`src/design/rx_irq_pkg.sv`:
```
/*
 * Constants for the receive framer event interrupt registers:
 * register indices and byte addresses, bit positions, reset values,
 * the long-message length limit and the register select enumeration.
 * Assumes a 32-bit APB slave with one aligned word per register.
 */
// Contract
// - Zero-run change enable at bit 0, read/write, 1 permits, resets to 0.
// - Enabled zero-run change interrupts on both start and end of the condition.
// - Long-message flag at bit 0 reads 1 if event since last read; clears on read.
// - Long-message event when a received LAPD message exceeds 276 bytes.
// - Long-message enable at bit 0: 0 disables, 1 enables.
// - Enabled line-loss change interrupts on both declare and clear of loss.
// - Line-loss change flag at bit 3, clear on read; bits 7 to 4 reserved.
// - Line-loss enable at bit 3 inverted: 0 enables, 1 disables; resets to 0.
// - Zero-run change flag latched at bit 0 of its status register, clear on read.
package rx_irq_pkg;
   localparam int APB_AW = 16;
   localparam int APB_DW = 32;
   localparam int LEN_W = 11;

   // printed offsets are register indices; byte address is four times the index
   localparam logic [11:0] IDX_ZERO_STAT = 12'hb0f;
   localparam logic [11:0] IDX_ZERO_EN = 12'hb10;
   localparam logic [11:0] IDX_LONG_STAT = 12'hb11;
   localparam logic [11:0] IDX_LONG_EN = 12'hb12;
   localparam logic [11:0] IDX_LOSS_STAT = 12'hb13;
   localparam logic [11:0] IDX_LOSS_EN = 12'hb14;

   localparam logic [15:0] ADDR_ZERO_STAT = {2'b00, IDX_ZERO_STAT, 2'b00};
   localparam logic [15:0] ADDR_ZERO_EN = {2'b00, IDX_ZERO_EN, 2'b00};
   localparam logic [15:0] ADDR_LONG_STAT = {2'b00, IDX_LONG_STAT, 2'b00};
   localparam logic [15:0] ADDR_LONG_EN = {2'b00, IDX_LONG_EN, 2'b00};
   localparam logic [15:0] ADDR_LOSS_STAT = {2'b00, IDX_LOSS_STAT, 2'b00};
   localparam logic [15:0] ADDR_LOSS_EN = {2'b00, IDX_LOSS_EN, 2'b00};

   localparam int ZERO_BIT = 0;
   localparam int LONG_BIT = 0;
   localparam int LOSS_BIT = 3;

   localparam logic RST_FLAG = 1'b0;
   localparam logic RST_ZERO_EN = 1'b0;
   localparam logic RST_LONG_EN = 1'b0;
   localparam logic RST_LOSS_DIS = 1'b0;

   localparam logic [LEN_W-1:0] MAX_MSG_BYTES = 11'd276;

   typedef enum logic [2:0] {
      SEL_NONE,
      SEL_ZERO_STAT,
      SEL_ZERO_EN,
      SEL_LONG_STAT,
      SEL_LONG_EN,
      SEL_LOSS_STAT,
      SEL_LOSS_EN
   } reg_sel_e;
endpackage

```
`src/design/rx_framer_event_irq_regs.sv`:
```
/*
 * Receive framer event interrupt registers for one channel: zero-run
 * change, long LAPD message on data-link controller 1 and line-loss
 * change, each with a sticky flag and an enable, behind an APB slave.
 * Assumes detector levels and the message-done strobe come from logic
 * on pclk; the APB master keeps to the standard two-phase protocol.
 */
`timescale 1ns/1ps
module rx_framer_event_irq_regs (
   input wire logic pclk,
   input wire logic presetn,
   input wire logic [rx_irq_pkg::APB_AW-1:0] paddr,
   input wire logic psel,
   input wire logic penable,
   input wire logic pwrite,
   input wire logic [rx_irq_pkg::APB_DW-1:0] pwdata,
   input wire logic [3:0] pstrb,
   output logic [rx_irq_pkg::APB_DW-1:0] prdata,
   output logic pready,
   output logic pslverr,
   input wire logic zero_run_active,
   input wire logic line_loss_active,
   input wire logic lapd1_msg_done,
   input wire logic [rx_irq_pkg::LEN_W-1:0] lapd1_msg_len,
   output logic irq
);
   import rx_irq_pkg::*;

   function automatic reg_sel_e decode(input logic [APB_AW-1:0] a);
      reg_sel_e s;
      s = SEL_NONE;
      case (a)
         ADDR_ZERO_STAT: s = SEL_ZERO_STAT;
         ADDR_ZERO_EN: s = SEL_ZERO_EN;
         ADDR_LONG_STAT: s = SEL_LONG_STAT;
         ADDR_LONG_EN: s = SEL_LONG_EN;
         ADDR_LOSS_STAT: s = SEL_LOSS_STAT;
         ADDR_LOSS_EN: s = SEL_LOSS_EN;
         default: s = SEL_NONE;
      endcase
      return s;
   endfunction

   reg_sel_e sel;
   logic setup_rd;
   logic access;
   logic rd_access;
   logic wr_access;
   logic [APB_DW-1:0] rd_word;
   logic [APB_DW-1:0] prdata_q;

   logic zero_flag_q;
   logic long_flag_q;
   logic loss_flag_q;
   logic zero_en_q;
   logic long_en_q;
   logic loss_dis_q;
   logic irq_q;

   logic primed_q;
   logic zero_prev_q;
   logic loss_prev_q;
   logic zero_change;
   logic loss_change;
   logic long_event;

   logic zero_clr;
   logic long_clr;
   logic loss_clr;
   logic pending;

   assign sel = decode(paddr);
   assign setup_rd = psel & ~penable & ~pwrite;
   assign access = psel & penable;
   assign rd_access = access & ~pwrite;
   assign wr_access = access & pwrite & pstrb[0];

   // zero wait states; unmapped addresses answer with an error
   assign pready = 1'b1;
   assign pslverr = access & (sel == SEL_NONE);
   assign prdata = prdata_q;

   always_comb begin
      rd_word = '0;
      case (sel)
         SEL_ZERO_STAT: rd_word[ZERO_BIT] = zero_flag_q;
         SEL_ZERO_EN: rd_word[ZERO_BIT] = zero_en_q;
         SEL_LONG_STAT: rd_word[LONG_BIT] = long_flag_q;
         SEL_LONG_EN: rd_word[LONG_BIT] = long_en_q;
         SEL_LOSS_STAT: rd_word[LOSS_BIT] = loss_flag_q;
         SEL_LOSS_EN: rd_word[LOSS_BIT] = loss_dis_q;
         default: rd_word = '0;
      endcase
   end

   // read data is captured in the setup cycle so the access edge can clear
   always_ff @(posedge pclk or negedge presetn) begin
      if (!presetn) begin
         prdata_q <= '0;
      end else if (setup_rd) begin
         prdata_q <= rd_word;
      end
   end

   // change detectors are primed one cycle after reset to avoid a false edge
   always_ff @(posedge pclk or negedge presetn) begin
      if (!presetn) begin
         primed_q <= 1'b0;
         zero_prev_q <= 1'b0;
         loss_prev_q <= 1'b0;
      end else begin
         primed_q <= 1'b1;
         zero_prev_q <= zero_run_active;
         loss_prev_q <= line_loss_active;
      end
   end

   assign zero_change = primed_q & (zero_run_active != zero_prev_q);
   assign loss_change = primed_q & (line_loss_active != loss_prev_q);
   assign long_event = lapd1_msg_done & (lapd1_msg_len > MAX_MSG_BYTES);

   // clear only what the read returned, or a written one
   assign zero_clr = (rd_access & (sel == SEL_ZERO_STAT) & prdata_q[ZERO_BIT])
                   | (wr_access & (sel == SEL_ZERO_STAT) & pwdata[ZERO_BIT]);
   assign long_clr = (rd_access & (sel == SEL_LONG_STAT) & prdata_q[LONG_BIT])
                   | (wr_access & (sel == SEL_LONG_STAT) & pwdata[LONG_BIT]);
   assign loss_clr = (rd_access & (sel == SEL_LOSS_STAT) & prdata_q[LOSS_BIT])
                   | (wr_access & (sel == SEL_LOSS_STAT) & pwdata[LOSS_BIT]);

   // a new event wins over a clear in the same cycle
   always_ff @(posedge pclk or negedge presetn) begin
      if (!presetn) begin
         zero_flag_q <= RST_FLAG;
      end else if (zero_change) begin
         zero_flag_q <= 1'b1;
      end else if (zero_clr) begin
         zero_flag_q <= 1'b0;
      end
   end

   always_ff @(posedge pclk or negedge presetn) begin
      if (!presetn) begin
         long_flag_q <= RST_FLAG;
      end else if (long_event) begin
         long_flag_q <= 1'b1;
      end else if (long_clr) begin
         long_flag_q <= 1'b0;
      end
   end

   always_ff @(posedge pclk or negedge presetn) begin
      if (!presetn) begin
         loss_flag_q <= RST_FLAG;
      end else if (loss_change) begin
         loss_flag_q <= 1'b1;
      end else if (loss_clr) begin
         loss_flag_q <= 1'b0;
      end
   end

   always_ff @(posedge pclk or negedge presetn) begin
      if (!presetn) begin
         zero_en_q <= RST_ZERO_EN;
      end else if (wr_access && sel == SEL_ZERO_EN) begin
         zero_en_q <= pwdata[ZERO_BIT];
      end
   end

   always_ff @(posedge pclk or negedge presetn) begin
      if (!presetn) begin
         long_en_q <= RST_LONG_EN;
      end else if (wr_access && sel == SEL_LONG_EN) begin
         long_en_q <= pwdata[LONG_BIT];
      end
   end

   always_ff @(posedge pclk or negedge presetn) begin
      if (!presetn) begin
         loss_dis_q <= RST_LOSS_DIS;
      end else if (wr_access && sel == SEL_LOSS_EN) begin
         loss_dis_q <= pwdata[LOSS_BIT];
      end
   end

   // enables gate the output only; flags latch whatever the enable
   assign pending = (zero_flag_q & zero_en_q)
                  | (long_flag_q & long_en_q)
                  | (loss_flag_q & ~loss_dis_q);

   always_ff @(posedge pclk or negedge presetn) begin
      if (!presetn) begin
         irq_q <= 1'b0;
      end else begin
         irq_q <= pending;
      end
   end

   assign irq = irq_q;

   chk_zero_en_write: assert property (
      @(posedge pclk) disable iff (!presetn)
      (wr_access && sel == SEL_ZERO_EN) |=> (zero_en_q == $past(pwdata[ZERO_BIT])))
      else $error("zero-run enable did not take the written value");

   chk_zero_both_edges: assert property (
      @(posedge pclk) disable iff (!presetn)
      (primed_q && $changed(zero_run_active)) |=> zero_flag_q)
      else $error("zero-run change did not set its flag");

   chk_long_read_clear: assert property (
      @(posedge pclk) disable iff (!presetn)
      (rd_access && sel == SEL_LONG_STAT && prdata_q[LONG_BIT] && !long_event)
      |=> !long_flag_q)
      else $error("long-message flag not cleared by read");

   chk_long_limit: assert property (
      @(posedge pclk) disable iff (!presetn)
      (lapd1_msg_done && lapd1_msg_len > MAX_MSG_BYTES) |=> long_flag_q)
      else $error("message over limit did not set the flag");

   chk_long_short_msg: assert property (
      @(posedge pclk) disable iff (!presetn)
      (!long_flag_q && lapd1_msg_done && lapd1_msg_len <= MAX_MSG_BYTES) |=> !long_flag_q)
      else $error("message within limit set the flag");

   chk_long_en_gate: assert property (
      @(posedge pclk) disable iff (!presetn)
      (long_flag_q && !long_en_q && !zero_flag_q && !loss_flag_q) |=> !irq)
      else $error("disabled long-message event raised the interrupt");

   chk_loss_both_edges: assert property (
      @(posedge pclk) disable iff (!presetn)
      (primed_q && $changed(line_loss_active)) |=> loss_flag_q)
      else $error("line-loss change did not set its flag");

   chk_loss_readback: assert property (
      @(posedge pclk) disable iff (!presetn)
      (setup_rd && sel == SEL_LOSS_STAT)
      |=> (prdata[7:4] == 4'h0 && prdata[LOSS_BIT] == $past(loss_flag_q)))
      else $error("line-loss status read back wrong");

   chk_loss_inverted: assert property (
      @(posedge pclk) disable iff (!presetn)
      (loss_flag_q && !loss_dis_q) |=> irq)
      else $error("line-loss flag with enable at 0 gave no interrupt");

   chk_zero_readback: assert property (
      @(posedge pclk) disable iff (!presetn)
      (setup_rd && sel == SEL_ZERO_STAT)
      ##1 (rd_access && sel == SEL_ZERO_STAT && !zero_change)
      |=> (zero_flag_q == ($past(zero_flag_q) & ~prdata_q[ZERO_BIT])))
      else $error("zero-run flag read and clear mismatch");

   chk_irq_drop: assert property (
      @(posedge pclk) disable iff (!presetn)
      (!pending) [*2] |-> !irq)
      else $error("interrupt stayed high with nothing pending");

   chk_irq_raise: assert property (
      @(posedge pclk) disable iff (!presetn)
      pending |=> irq)
      else $error("pending event gave no interrupt");

   // enable writes land only with the low byte strobe on a mapped address
   chk_long_en_write: assert property (
      @(posedge pclk) disable iff (!presetn)
      (wr_access && sel == SEL_LONG_EN) |=> (long_en_q == $past(pwdata[LONG_BIT])))
      else $error("long-message enable did not take the written value");

   chk_loss_en_write: assert property (
      @(posedge pclk) disable iff (!presetn)
      (wr_access && sel == SEL_LOSS_EN) |=> (loss_dis_q == $past(pwdata[LOSS_BIT])))
      else $error("line-loss enable did not take the written value");

   chk_strobe_off_hold: assert property (
      @(posedge pclk) disable iff (!presetn)
      (access && pwrite && !pstrb[0])
      |=> ($stable(zero_en_q) && $stable(long_en_q) && $stable(loss_dis_q)))
      else $error("write without the low byte strobe changed an enable");

   // each enable gates only its own flag onto the interrupt
   chk_zero_en_gate: assert property (
      @(posedge pclk) disable iff (!presetn)
      (zero_flag_q && !zero_en_q && !long_flag_q && !loss_flag_q) |=> !irq)
      else $error("disabled zero-run event raised the interrupt");

   chk_zero_en_raise: assert property (
      @(posedge pclk) disable iff (!presetn)
      (zero_flag_q && zero_en_q) |=> irq)
      else $error("enabled zero-run flag gave no interrupt");

   chk_long_en_raise: assert property (
      @(posedge pclk) disable iff (!presetn)
      (long_flag_q && long_en_q) |=> irq)
      else $error("enabled long-message flag gave no interrupt");

   chk_loss_dis_gate: assert property (
      @(posedge pclk) disable iff (!presetn)
      (loss_flag_q && loss_dis_q && !zero_flag_q && !long_flag_q) |=> !irq)
      else $error("line-loss flag with enable at 1 raised the interrupt");

   // a read that returned one clears the flag unless a new event arrives
   chk_zero_read_clear: assert property (
      @(posedge pclk) disable iff (!presetn)
      (rd_access && sel == SEL_ZERO_STAT && prdata_q[ZERO_BIT] && !zero_change)
      |=> !zero_flag_q)
      else $error("zero-run flag not cleared by read");

   chk_loss_read_clear: assert property (
      @(posedge pclk) disable iff (!presetn)
      (rd_access && sel == SEL_LOSS_STAT && prdata_q[LOSS_BIT] && !loss_change)
      |=> !loss_flag_q)
      else $error("line-loss flag not cleared by read");

   chk_long_readback: assert property (
      @(posedge pclk) disable iff (!presetn)
      (setup_rd && sel == SEL_LONG_STAT)
      |=> (prdata[APB_DW-1:1] == '0 && prdata[LONG_BIT] == $past(long_flag_q)))
      else $error("long-message status read back wrong");

   // flags rise only on their own events
   chk_zero_hold: assert property (
      @(posedge pclk) disable iff (!presetn)
      (!zero_flag_q && !zero_change) |=> !zero_flag_q)
      else $error("zero-run flag set with no change of the condition");

   chk_loss_hold: assert property (
      @(posedge pclk) disable iff (!presetn)
      (!loss_flag_q && !loss_change) |=> !loss_flag_q)
      else $error("line-loss flag set with no change of the condition");

   chk_long_hold: assert property (
      @(posedge pclk) disable iff (!presetn)
      (!long_flag_q && !long_event) |=> !long_flag_q)
      else $error("long-message flag set with no long message");

   // an event in the clearing cycle must not be lost
   chk_loss_event_wins: assert property (
      @(posedge pclk) disable iff (!presetn)
      (loss_change && loss_clr) |=> loss_flag_q)
      else $error("clear in the event cycle lost a line-loss change");

   chk_zero_event_wins: assert property (
      @(posedge pclk) disable iff (!presetn)
      (zero_change && zero_clr) |=> zero_flag_q)
      else $error("clear in the event cycle lost a zero-run change");
endmodule

```
`config.mk`:
```
export PLATFORM = sky130hd
export DESIGN_NAME = rx_framer_event_irq_regs
export DESIGN_NICKNAME = d
export VERILOG_FILES = /design/src/design/rx_irq_pkg.sv /design/src/design/rx_framer_event_irq_regs.sv
export SDC_FILE = /design/constraint.sdc
export NUM_CORES = 1
export LEC_CHECK = 0
export ABC_AREA = 1
export BUFFER_PORTS_ARGS = -buffer_cell sky130_fd_sc_hd__buf_2
export CORE_UTILIZATION = 37
export CTS_BUF_LIST = sky130_fd_sc_hd__clkbuf_2
export DETAILED_ROUTE_END_ITERATION = 16
export GPL_ROUTABILITY_DRIVEN = 0
export PLACE_DENSITY = 0.82
export RECOVER_POWER = 50
export SKIP_LAST_GASP = 1
export SLEW_MARGIN = 5
export SYNTH_ARGS = -nofsm -noshare
export SYNTH_HDL_FRONTEND = slang
export SYNTH_SLANG_ARGS = --single-unit
```
`constraint.sdc`:
```
create_clock -name pclk -period 1.3 [get_ports pclk]
set_input_delay 0.195 -clock pclk [delete_from_list [all_inputs] [get_ports pclk]]
set_output_delay 0.195 -clock pclk [all_outputs]
set_load 0.1 [all_outputs]
```
==> impl_results.md <==
* Status: finished, violations left
* Failing checks: setup timing
* Power Density at 751 mW/mm2
* Clk_lat worst skew at 0.24 ns
* Mean Syn Cell Area at 6.71 um2
* Final core utilization at 53.7%
* Synth top area cells: dfrtp_1, buf_4, nand2_1
* Slew HR at 59.0%
* Ant. Diodes at 0
* CP endpoint kind: output pin
* Most common cell in the synthesized netlist: nand2_1
* First-pass GRT wire length at 3690 um
* CTS tree: built
* Hold Vio Cnt, Final at 0
* Reg2Reg Depth at 5
* Footprint of the multi-input gates at 673 um2
* Yosys Warn Count at 0
* Post-Route WL at 2170 um
* Num Clock Sinks at 12
* Core area at 0.00278 mm2
* Req. time, crit path at 1.11 ns
* Max-Cap Viols at 0
* Pleak at 0.000823 uW
* CTS Buf Count at 3
* Fraction of registers with async set/reset at 100%
* Critical path peak fanout at 5
* H-tree Lvls at 1
* Pwr Total at 1120 uW
* Area of the mapped netlist at 0.00109 mm2
* Cell Area, Placed at 0.00140 mm2
* Vias per cell at 4.33
* Period minus WS final at 1.35 ns
* Sequential area share after synthesis at 27.5%
* Die area at 0.00318 mm2
* Largest net degree at the start of global routing at 13
* Worst setup path class: in2out
* Max Buffers Root-to-Sink at 2
* PortBufs at 41
* Setup crit start: paddr[10]
* GRT Util Overall at 14.5%
* Tcrit/Tclk final at 104%
* Design area at 0.00149 mm2
* ANT nets after route at 0
* VDD IR-drop max at 0.601 mV
* DR vias at 1095
* Synth area leader: dfrtp_1
* DRC viols at 0
* Fraction of layout instances using a drive strength above 1 at 36.9%
* DRT Pass-1 Iters at 4
* Netlist cell types at 24
* Critical path launch point type: input port
* Main flop type after synthesis: dfrtp_1
* DRT iter0 DRCs at 25
* RSZ-0062 raised after global routing: yes
* Wirelength per Cell at 8.57 um
* Synth top area share at 27.5%
* Setup ws final at -0.0524 ns
* Congestion Overflow GR at 0
* Rows at 19
* Worst hold slack at 0.0861 ns
* Reg area at 303 um2
* Seq cells post-synth at 12
* Fillers at 282
* Final setup viols at 1
* R2r setup slk at 0.41 ns
* Hold path cells at 1
* Max frequency at 739 MHz
* Clock Skew at 0.00188 ns
* R2R Path Start: prdata[3]
* Mapped Cells at 163
* Synthesis-to-finish area growth at 36.5%
* Die height at 56.4 um
* Fin. max-slew vios at 0
* Initial antenna violation count at 0
* DP Wirelength at 1840 um
* Worst EP arrival at 1.16 ns
* Initial Util at 39.3%
* Final nets at 294
* Die X-Extent at 56.4 um
* Worst hold-check path type: in2reg
* Hold endpoint: zero_prev_q
* R2R Path End: loss_flag_q
* CTS root buf: clkbuf_2
* Measured slew at the worst slew-check pin at 0.614 ns
* IO Count at 106
* Post-synth EDFFs at 0
* Clock-pin slew on the worst setup and hold paths at 0.10 ns
* Commonest cells post-synth: nand2_1, buf_4, nand3_1, inv_1, nor2_1
* Vias in the first global route at 981
* Critical hold path startpoint: zero_run_active
==> cells by family (layout without fill, tap and decap cells) <==
group	after synthesis	after routing	share of synthesized area, %
simple gates	85	85	35.4
compound gates	15	15	8.35
flops	12	12	27.5
buf+inv	49	78	28.1
other cells	2	32	0.687
==> layer usage <==
metal / global-route usage, % / vias to the layer above / share of wire (%)
li1: - / 572 / -
met1: 16.7 / 492 / 43
met2: 28.4 / 31 / 54
met3: 1.38 / 0 / 3.6
met4: 3.14 / 0 / 0
met5: 0 / - / 0
==> layout by cell type (no fill, tap or decap), types with 4 or more instances in the layout <==
cell,instances
nor3_1,4
conb_1,32
nor2_1,10
nand2_1,32
dfrtp_1,10
buf_6,5
nand3_1,16
buf_2,32
o21ai_1,7
nand2_2,4
nor2_2,6
inv_1,15
buf_4,13
==> how the worst max path moves through the flow <==
| stage | to | cells after the start |
|---|---|---|
| 2_1_floorplan | pslverr | 8 |
| 3_3_place_gp | pslverr | 10 |
| 3_5_place_dp | pslverr | 10 |
| 4_1_cts | pslverr | 10 |
| 5_1_grt | pslverr | 10 |
| 6_report | pslverr | 10 |
==> timing repair <==
action,CTS,global route
pin swaps,8,5
hold endpoints to repair,12,0
setup endpoints to repair,1,1
resized for setup,15,0
setup buffers,1,0
hold buffers,1,0
==> final cells by class <==
| type | count | share of cell area, % |
|---|---|---|
| clock buffer | 3 | 1.01 |
| timing repair buffer | 57 | 26.5 |
| clock inverter | 1 | 0.251 |
| sequential | 12 | 20.3 |
| multi-input combinational | 132 | 45.1 |
| tap | 31 | 2.60 |
| inverter | 17 | 4.27 |
==> power by group <==
part / total, uW / switching (uW) / internal, uW
registers: 380 / 2.41 / 378
clock network: 173 / 106 / 66.9
logic: 569 / 482 / 86.6
==> critical path, cell delays in order <==
cell	delay [ns]
buf_6	0.10
nand2_4	0.05
inv_2	0.03
nand2_2	0.06
nor2_4	0.06
buf_6	0.12
nand2_4	0.06
nand3_4	0.07
nor3_4	0.22
buf_12	0.20
==> sequential cells by signal, summed over array words and instances (netlist names) <==
| signal | cells |
|---|---|
| loss_dis_q | 1 |
| irq | 1 |
| loss_prev_q | 1 |
| zero_flag_q | 1 |
| primed_q | 1 |
| prdata | 2 |
| long_en_q | 1 |
| loss_flag_q | 1 |
| zero_en_q | 1 |
| long_flag_q | 1 |
| zero_prev_q | 1 |
==> metrics by stage <==
stage	setup TNS, ns	worst slack, ns	instances
6_report	-0.0524	-0.0524	253
5_1_grt	-0.114	-0.114	253
4_1_cts	-0.0538	-0.0538	253
3_5_place_dp	-0.118	-0.108	247
3_3_place_gp	-0.0753	-0.0753	247
2_1_floorplan	-0.363	-0.363	193
(Power assumes the default switching activity.)
